<file path="config.mk">
export PLATFORM = sky130hd
export DESIGN_NAME = nscr_bank
export DESIGN_NICKNAME = d
export VERILOG_FILES = /design/src/nscr_pkg.sv /design/src/nscr_route_if.sv /design/src/nscr_route_match.sv /design/src/nscr_bank.sv
export SDC_FILE = /design/constraint.sdc
export NUM_CORES = 1
export LEC_CHECK = 0
export ABC_CLOCK_PERIOD_IN_PS = 2400
export BUFFER_PORTS_ARGS = -buffer_cell sky130_fd_sc_hd__buf_4
export CORE_AREA = 2 2 75 105
export DETAILED_ROUTE_END_ITERATION = 7
export DIE_AREA = 0 0 77 107
export PLACE_DENSITY = 0.82
export SETUP_SLACK_MARGIN = 0.3
export SLEW_MARGIN = 10
export SYNTH_ARGS = -nofsm -noshare
export SYNTH_HDL_FRONTEND = slang
export SYNTH_HIERARCHICAL = 1
export SYNTH_SLANG_ARGS = --single-unit
</file>
<file path="constraint.sdc">
create_clock -name clk_sys -period 2.4 [get_ports clk_sys]
set_input_delay 0.24 -clock clk_sys [delete_from_list [all_inputs] [get_ports clk_sys]]
set_output_delay 0.24 -clock clk_sys [all_outputs]
set_load 0.02 [all_outputs]
</file>
<file path="src/nscr_pkg.sv">
// Purpose: Shared constants for the node switch configuration bank
// Assumes: Registers are addressed by an 8-bit configuration number
// Notes:   Reset values of PLL fields come from a strap-indexed table
package nscr_pkg;
    // Register numbers
    localparam logic [7:0] REG_IDENT  = 8'h00;
    localparam logic [7:0] REG_DESCR  = 8'h01;
    localparam logic [7:0] REG_CFG    = 8'h04;
    localparam logic [7:0] REG_NODEID = 8'h05;
    localparam logic [7:0] REG_PLL    = 8'h06;

    // Field positions
    localparam int CFG_WLOCK_BIT  = 31;
    localparam int CFG_PLOCK_BIT  = 8;
    localparam int CFG_HDR_BIT    = 0;
    localparam int NODEID_W       = 16;
    localparam int PLL_OUTDIV_LSB = 23;
    localparam int PLL_OUTDIV_W   = 3;
    localparam int PLL_F_LSB      = 8;
    localparam int PLL_F_W        = 13;
    localparam int PLL_R_LSB      = 0;
    localparam int PLL_R_W        = 7;
    localparam int ID_CHIP_LSB    = 24;
    localparam int ID_STRAP_LSB   = 16;
    localparam int ID_REV_LSB     = 8;
    localparam int ID_VER_LSB     = 0;
    localparam int DS_LINKS_LSB   = 16;
    localparam int DS_CORES_LSB   = 8;
    localparam int DS_LPP_LSB     = 0;

    // Reset values
    localparam logic        CFG_BIT_RST = 1'b0;
    localparam logic [15:0] NODEID_RST  = 16'h0000;

    // PLL reset values, indexed by {strap1, strap0}
    localparam logic [2:0]  PLL_OUTDIV_TAB [4] = '{3'h1, 3'h1, 3'h1, 3'h1};
    localparam logic [12:0] PLL_F_TAB  [4] =
        '{13'h0031, 13'h0063, 13'h007C, 13'h0018};
    localparam logic [6:0]  PLL_R_TAB  [4] = '{7'h00, 7'h03, 7'h04, 7'h00};
endpackage : nscr_pkg

</file>
<file path="src/nscr_route_if.sv">
// Purpose: Carries node identifier and destination to the route matcher
// Assumes: One destination compared per cycle
// Notes:   Matcher output is purely combinational
`timescale 1ns/100ps
interface nscr_route_if;
    logic [15:0] node_id;
    logic [15:0] dest;
    logic        local_hit;
    logic [3:0]  mismatch_bit;

    modport bank (output node_id, output dest,
                  input local_hit, input mismatch_bit);
    modport match (input node_id, input dest,
                   output local_hit, output mismatch_bit);
endinterface : nscr_route_if

</file>
<file path="src/nscr_route_match.sv">
// Purpose: Compares node identifier with a message destination
// Assumes: Identifier width of 16 bits
// Notes:   Scan runs from bit 0 upward; the highest differing bit wins
`timescale 1ns/100ps
module nscr_route_match (
    nscr_route_if.match rt
);
    logic [15:0] diff;

    // Highest differing bit wins; the loop runs upward so it overwrites
    always_comb begin
        diff            = rt.node_id ^ rt.dest;
        rt.local_hit    = (diff == 16'h0000);
        rt.mismatch_bit = 4'h0;
        for (int i = 0; i < 16; i++) begin
            if (diff[i]) begin
                rt.mismatch_bit = 4'(i);
            end
        end
    end
endmodule // nscr_route_match

</file>
<file path="src/nscr_bank.sv">
// Purpose: Configuration register bank of the node system router
// Assumes: Requester holds one access per cycle; inputs synchronous
// Notes:   PLL fields drive the external PLL that clocks tile and router
// Function
// - Registers reached only by config reads and writes, served by number.
// - Ident register: chip id, reset straps, revision, version bytes.
// - Description register: links, cores, links per processor; top zero.
// - Bit 31 of config register set refuses every write.
// - Bit 8 of config register set blocks PLL register updates.
// - Bit 0 of config register selects 1-byte packet headers.
// - Node identifier: writable low 16 bits, reset zero, upper zero.
// - Node identifier compared MSB first with message destinations.
// - Accepted PLL register write resets the processor tile.
// - PLL register holds output divider, multiplier, input divider.
// - PLL field reset values chosen from the two strap pins.
// - Multiplied PLL clock feeds I/O, processor and router.
`timescale 1ns/100ps
module nscr_bank #(
    parameter logic [7:0] CHIP_ID   = 8'h5A, // Arbitrary value
    parameter logic [7:0] REVISION  = 8'h01, // Arbitrary value
    parameter logic [7:0] VERSION   = 8'h01, // Arbitrary value
    parameter int         NUM_LINKS = 8,
    parameter int         NUM_CORES = 1,
    parameter int         LINKS_PP  = 4
) (
    input  wire logic        clk_sys,
    input  wire logic        sys_rst,
    input  wire logic        boot_strap_pin_0,
    input  wire logic        boot_strap_pin_1,
    input  wire logic        cfg_valid,
    input  wire logic        cfg_write,
    input  wire logic [7:0]  cfg_num,
    input  wire logic [31:0] cfg_wdata,
    output logic             cfg_ready,
    output logic             cfg_rvalid,
    output logic [31:0]      cfg_rdata,
    output logic             cfg_wack,
    output logic             cfg_werr,
    input  wire logic [15:0] msg_dest,
    output logic             msg_local,
    output logic [3:0]       msg_mismatch_bit,
    output logic             header_1byte,
    output logic [15:0]      node_id,
    output logic [2:0]       pll_output_divider,
    output logic [12:0]      pll_feedback_mult,
    output logic [6:0]       pll_input_divider,
    output logic             tile_rst_pulse
);
    // Counts must fit their byte fields
    if (NUM_LINKS < 0 || NUM_LINKS > 255 || NUM_CORES < 0 ||
        NUM_CORES > 255 || LINKS_PP < 0 || LINKS_PP > 255) begin : g_chk
        $error("nscr_bank: description counts exceed one byte");
    end

    logic        strap_done_r;
    logic [1:0]  strap_r;
    logic        wlock_r;
    logic        plock_r;
    logic        hdr_r;
    logic [15:0] node_id_r;
    logic [2:0]  outdiv_r;
    logic [12:0] fm_r;
    logic [6:0]  idv_r;
    logic        rvalid_r;
    logic [31:0] rdata_r;
    logic        wack_r;
    logic        werr_r;
    logic        trst_r;
    logic        wr_take;
    logic        wr_ok;
    logic        pll_wr_ok;
    logic [31:0] rd_nxt;

    nscr_route_if rt ();

    // Requests wait until straps are captured so the PLL defaults exist
    assign cfg_ready = strap_done_r;
    assign wr_take   = cfg_valid && cfg_ready && cfg_write;
    assign wr_ok     = wr_take && !wlock_r;
    assign pll_wr_ok = wr_ok && (cfg_num == nscr_pkg::REG_PLL)
                       && !plock_r;

    // Strap levels and PLL defaults caught at the first edge after reset
    always_ff @(posedge clk_sys or posedge sys_rst) begin
        if (sys_rst) begin
            strap_done_r <= 1'b0;
            strap_r      <= 2'b00;
        end else if (!strap_done_r) begin
            strap_done_r <= 1'b1;
            strap_r      <= {boot_strap_pin_1, boot_strap_pin_0};
        end
    end

    // Protection and header mode; the write lock also guards itself,
    // so once set it can only be cleared by reset
    always_ff @(posedge clk_sys or posedge sys_rst) begin
        if (sys_rst) begin
            wlock_r <= nscr_pkg::CFG_BIT_RST;
            plock_r <= nscr_pkg::CFG_BIT_RST;
            hdr_r   <= nscr_pkg::CFG_BIT_RST;
        end else if (wr_ok && cfg_num == nscr_pkg::REG_CFG) begin
            wlock_r <= cfg_wdata[nscr_pkg::CFG_WLOCK_BIT];
            plock_r <= cfg_wdata[nscr_pkg::CFG_PLOCK_BIT];
            hdr_r   <= cfg_wdata[nscr_pkg::CFG_HDR_BIT];
        end
    end

    // Node identifier
    always_ff @(posedge clk_sys or posedge sys_rst) begin
        if (sys_rst) begin
            node_id_r <= nscr_pkg::NODEID_RST;
        end else if (wr_ok && cfg_num == nscr_pkg::REG_NODEID) begin
            node_id_r <= cfg_wdata[nscr_pkg::NODEID_W-1:0];
        end
    end

    // PLL settings: strap table at capture, then software writes.
    // A write blocked by either lock leaves all three fields alone.
    always_ff @(posedge clk_sys or posedge sys_rst) begin
        if (sys_rst) begin
            outdiv_r <= 3'h0;
            fm_r     <= 13'h0000;
            idv_r    <= 7'h00;
        end else if (!strap_done_r) begin
            outdiv_r <= nscr_pkg::PLL_OUTDIV_TAB[{boot_strap_pin_1,
                                                   boot_strap_pin_0}];
            fm_r     <= nscr_pkg::PLL_F_TAB[{boot_strap_pin_1,
                                             boot_strap_pin_0}];
            idv_r    <= nscr_pkg::PLL_R_TAB[{boot_strap_pin_1,
                                             boot_strap_pin_0}];
        end else if (pll_wr_ok) begin
            outdiv_r <= cfg_wdata[nscr_pkg::PLL_OUTDIV_LSB +:
                                  nscr_pkg::PLL_OUTDIV_W];
            fm_r     <= cfg_wdata[nscr_pkg::PLL_F_LSB +: nscr_pkg::PLL_F_W];
            idv_r    <= cfg_wdata[nscr_pkg::PLL_R_LSB +: nscr_pkg::PLL_R_W];
        end
    end

    // Tile reset pulse follows only an accepted PLL write
    always_ff @(posedge clk_sys or posedge sys_rst) begin
        if (sys_rst) begin
            trst_r <= 1'b0;
        end else begin
            trst_r <= pll_wr_ok;
        end
    end

    // Read mux; unmapped numbers and reserved bits read as zero
    always_comb begin
        rd_nxt = 32'h0000_0000;
        case (cfg_num)
            nscr_pkg::REG_IDENT: begin
                rd_nxt[nscr_pkg::ID_CHIP_LSB +: 8]  = CHIP_ID;
                rd_nxt[nscr_pkg::ID_STRAP_LSB +: 2] = strap_r;
                rd_nxt[nscr_pkg::ID_REV_LSB +: 8]   = REVISION;
                rd_nxt[nscr_pkg::ID_VER_LSB +: 8]   = VERSION;
            end
            nscr_pkg::REG_DESCR: begin
                rd_nxt[nscr_pkg::DS_LINKS_LSB +: 8] = 8'(NUM_LINKS);
                rd_nxt[nscr_pkg::DS_CORES_LSB +: 8] = 8'(NUM_CORES);
                rd_nxt[nscr_pkg::DS_LPP_LSB +: 8]   = 8'(LINKS_PP);
            end
            nscr_pkg::REG_CFG: begin
                rd_nxt[nscr_pkg::CFG_WLOCK_BIT] = wlock_r;
                rd_nxt[nscr_pkg::CFG_PLOCK_BIT] = plock_r;
                rd_nxt[nscr_pkg::CFG_HDR_BIT]   = hdr_r;
            end
            nscr_pkg::REG_NODEID: begin
                rd_nxt[nscr_pkg::NODEID_W-1:0] = node_id_r;
            end
            nscr_pkg::REG_PLL: begin
                rd_nxt[nscr_pkg::PLL_OUTDIV_LSB +:
                       nscr_pkg::PLL_OUTDIV_W] = outdiv_r;
                rd_nxt[nscr_pkg::PLL_F_LSB +: nscr_pkg::PLL_F_W]   = fm_r;
                rd_nxt[nscr_pkg::PLL_R_LSB +: nscr_pkg::PLL_R_W]   = idv_r;
            end
            default: begin
                rd_nxt = 32'h0000_0000;
            end
        endcase
    end

    // Answers come one cycle after the request is taken
    // Reads outside the map answer with zero rather than an error
    always_ff @(posedge clk_sys or posedge sys_rst) begin
        if (sys_rst) begin
            rvalid_r <= 1'b0;
            rdata_r  <= 32'h0000_0000;
            wack_r   <= 1'b0;
            werr_r   <= 1'b0;
        end else begin
            rvalid_r <= cfg_valid && cfg_ready && !cfg_write;
            rdata_r  <= (cfg_valid && cfg_ready && !cfg_write) ?
                        rd_nxt : 32'h0000_0000;
            wack_r   <= wr_take;
            // Refused whole-bank write, or PLL write under its lock
            werr_r   <= wr_take && (wlock_r || ((cfg_num ==
                        nscr_pkg::REG_PLL) && plock_r));
        end
    end

    // Destination match runs in the small matcher
    // Mismatch index means nothing while msg_local is high
    assign rt.node_id = node_id_r;
    assign rt.dest    = msg_dest;
    nscr_route_match u_match (
        .rt (rt.match)
    );
    assign msg_local        = rt.local_hit;
    assign msg_mismatch_bit = rt.mismatch_bit;

    // Settings leave straight from flip-flops; PLL clock source is
    assign header_1byte       = hdr_r;
    assign node_id            = node_id_r;
    assign pll_output_divider = outdiv_r;
    assign pll_feedback_mult  = fm_r;
    assign pll_input_divider  = idv_r;
    assign tile_rst_pulse     = trst_r;
    assign cfg_rvalid         = rvalid_r;
    assign cfg_rdata          = rdata_r;
    assign cfg_wack           = wack_r;
    assign cfg_werr           = werr_r;
endmodule // nscr_bank

</file>
==> impl_results.md <==
- Status: finished, final reports clean
- CP max FO: 4
- Dominant cells by area after synthesis: dfrtp_1, mux2_2, nand2_1
- Initial core utilization: 0.464
- Clk_skew: 0.00415 ns
- YS warnings: 6
- DRT iter0 DRCs: ~190
- Routed wl met2: approximately 5 mm
- CTS tree: done
- Final core occ: 0.656
- Startpoint Class: flop
- Vias in the first global route: approximately 2900
- DR vias: ~2800
- Max Slew Vio Count: 0
- HPWL Detailed: approximately 6.6 mm
- Relative slew slack: 0.461
- NumNets Final: 508
- Routed vias/inst: between 5 and 6
- Crit path capture type: primary output
- Setup TNS: 0 ns
- Async SR Flop Fraction: 1.00
- Register area share after synthesis: 0.552
- Synth Instances: roughly 300
- Clk Latency, worst-skew pair: 0.34 ns
- Synth area leader: dfrtp_1
- Most common cell after layout, fill and taps aside: buf_4
- Most used cell, CP: nand3_2
- Top cell type's share of synthesized area: 0.552
- Per-cell routed wire length: 16.7 um
- Data arrival, critical path: around 1.8 ns
- Share of the clock period used by the worst path: 0.866
- DRC viols: 0
- Routed Antenna Nets: 0
- IO Pins: around 140
- Mapped Area: ~3400 um^2
- Largest net degree at the start of global routing: 38
- Number of diodes: 0
- Final Cell Area: ~4800 um^2
- Clk buf depth: 2
- H-tree depth: 3
- Placed cell areas: around 4500 um^2
- Root Buffer: clkbuf_8
- RSZ-0062 raised after global routing: true
- Die Area: a little over 8000 um^2
- Slew @ Worst Pin: a little over 0.8 ns
- Worst-path clk slew: ~0.07 ns
- Commonest cells after routing, fill and taps aside: buf_4, dfrtp_1, nand2_1
- Power density cells: 539 nW/um^2
- Num rows: 37
- Avg Inst Size Synth: 11.2 um^2
- First-pass GRT wire length: between 10 and 15 mm
- WL final: just over 9 mm
- Min Tclk post-route: around 2.1 ns
- Die span in y: 107 um
- Worst path max stage delay: approximately 0.56 ns
- Layout fillers: a little over 600
- Top layer reached by signal wires: met4
- Area growth from synthesis to layout: 41.3%
- IR drop worst, VDD: between 0.3 and 0.4 mV
- Leak: 2.41 nW
- CORE AREA: about 7300 um^2
- Port-buffer cells: about 130
- Post-synth EDFFs: 0
- Flops & latches, synth: 75
- Critical Path RT: around 2.2 ns
- Initial antenna violation count: 0
- Drt pass-1 iters: 4
- Critical path, cell by cell: xor2_2 -> or4_4 -> nand3_2 -> nand3_2 -> buf_6
- CTS Buf Count: 9
- Die width: around 77 um
- Critical-path top delay cell: or4_4
- WL met1: about 3.4 mm
- Critical path type: flop to primary output
- Hold_buf cts: 0
- Setup violations, final: 0
- Clk sink count: 75
- Final-report hold violation count: 0
- Post-synthesis cell type count: 43
- Max-capacitance violation count: 0
- Layout cells sized above 1: 0.439
- Global route overflow: 0
- Predominant post-synthesis flop cell: dfrtp_1
- GPL Wtd Cong: roughly 0.86
- Hold Crit Class: primary input to async pin
- GRT Resource Usage Total: 0.224
- FMAX: just under 500 MHz
- Wire length on met3: roughly 500 um
[cell usage after synthesis, types with 2 or more instances]
| cell | instances |
|---|---|
| a22o_1 | 10 |
| mux2i_1 | 12 |
| nand3_1 | 6 |
| buf_2 | 5 |
| xor2_1 | 8 |
| nor4_1 | 2 |
| or4_4 | 2 |
| clkbuf_1 | 8 |
| nor3_1 | 4 |
| mux2_2 | 18 |
| inv_1 | 6 |
| a21o_1 | 2 |
| nor2b_1 | 5 |
| and2_1 | 7 |
| a22oi_1 | 5 |
| buf_4 | 6 |
| a21oi_1 | 14 |
| nand2b_1 | 3 |
| nand2_1 | 34 |
| conb_1 | 2 |
| nand4_1 | 2 |
| nor2_1 | 15 |
| ha_1 | 4 |
| a211oi_1 | 2 |
| o21ai_0 | 18 |
| and3_1 | 2 |
| dfrtp_1 | 75 |
| nor3b_1 | 2 |
| xnor2_1 | 10 |
[area by class of cell]
cell class | instances | area [um^2] | share of cell area
Multi-Input combinational cell | 205 | 1460 | 0.304
Sequential cell | 75 | 1880 | 0.392
Clock inverter | 1 | 5.00 | 0.00104
Clock buffer | 14 | 193 | 0.0402
Timing Repair Buffer | 145 | 1120 | 0.233
Tap cell | 97 | 121 | 0.0253
Inverter | 6 | 26.3 | 0.00548
[registers in the layout (all words and copies together) (netlist names), 2 cells and up]
| register | cells |
|---|---|
| cfg_rdata | 26 |
| pll_output_divider | 3 |
| pll_input_divider | 7 |
| pll_feedback_mult | 13 |
| node_id | 16 |
| strap_r | 2 |
[layer usage]
metal  vias to the layer above  track usage
met4                         0        0.108
li1                       1322            -
met1                      1389        0.253
met2                       109        0.389
met3                        20       0.0606
met5                         -            0
[where the power goes]
group / switching, W / leakage [nW] / total [W] / internal (W)
registers: 0.0000241 / 1.01 / 0.00131 / 0.00129
logic: 0.000176 / 1.29 / 0.000324 / 0.000149
clock network: 0.000439 / 0.105 / 0.000949 / 0.000510
total: 0.000638 / 2.41 / 0.00259 / 0.00195
[what timing repair did]
action | CTS | global route
endpoints found under the setup margin | 2 | 3
cloned | 0 | 0
gates resized for setup | 1 | 12
buffers inserted | 2 | 1
pin swaps | 0 | 4
[metrics by stage]
stage / power, W / std cells / setup slack (ns) / hold WS [ns]
2_1_floorplan: 0.00149 / 306 / 0.579 / 0.316
3_3_place_gp: 0.00164 / 525 / 0.411 / 0.415
3_5_place_dp: 0.00165 / 525 / 0.355 / 0.433
4_1_cts: 0.00260 / 542 / 0.319 / 0.0541
5_1_grt: 0.00270 / 543 / 0.246 / 0.0887
6_report: 0.00259 / 543 / 0.321 / 0.0411
[cell families after synthesis]
family	Yosys count	share of synthesized area
AO/OA/AOI/OAI	55	0.103
AND/OR/NAND/NOR	93	0.147
buffers and inverters	26	0.0394
multiplexers	30	0.0950
flip-flops	75	0.552
adder cells (fa/ha/maj)	4	0.0147
other	2	0.00221
XOR/XNOR	18	0.0464
[path summary, 6_finish.rpt]
check,to,slack [ns],cells after the start,startpoint
max,msg_mismatch_bit[2],0.32,5,node_id[5]$_DFFE_PP0P_
min,cfg_rdata[20]$_DFF_PP0_,0.04,2,sys_rst
max reg2reg,pll_output_divider[0]$_DFFE_PP0P_,0.53,6,wlock_r$_DFFE_PP0P_
min reg2reg,strap_r[0]$_DFFE_PP0N_,0.51,2,strap_r[0]$_DFFE_PP0N_
max in group asynchronous,cfg_rdata[1]$_DFF_PP0_,1.68,3,sys_rst
min in group clk_sys,pll_feedback_mult[12]$_DFFE_PP0P_,0.10,3,cfg_wdata[20]
[worst max-delay path, delay by kind of cell, from the launching register on]
kind / cells / cell delay (ns)
xor gates and xnor gates: 1 / 0.17
buffers and inverters: 1 / 0.14
and+or+nand+nor: 3 / 0.74
DFF: 1 / 0.45
Note: power is estimated with default switching activity, not from simulation.
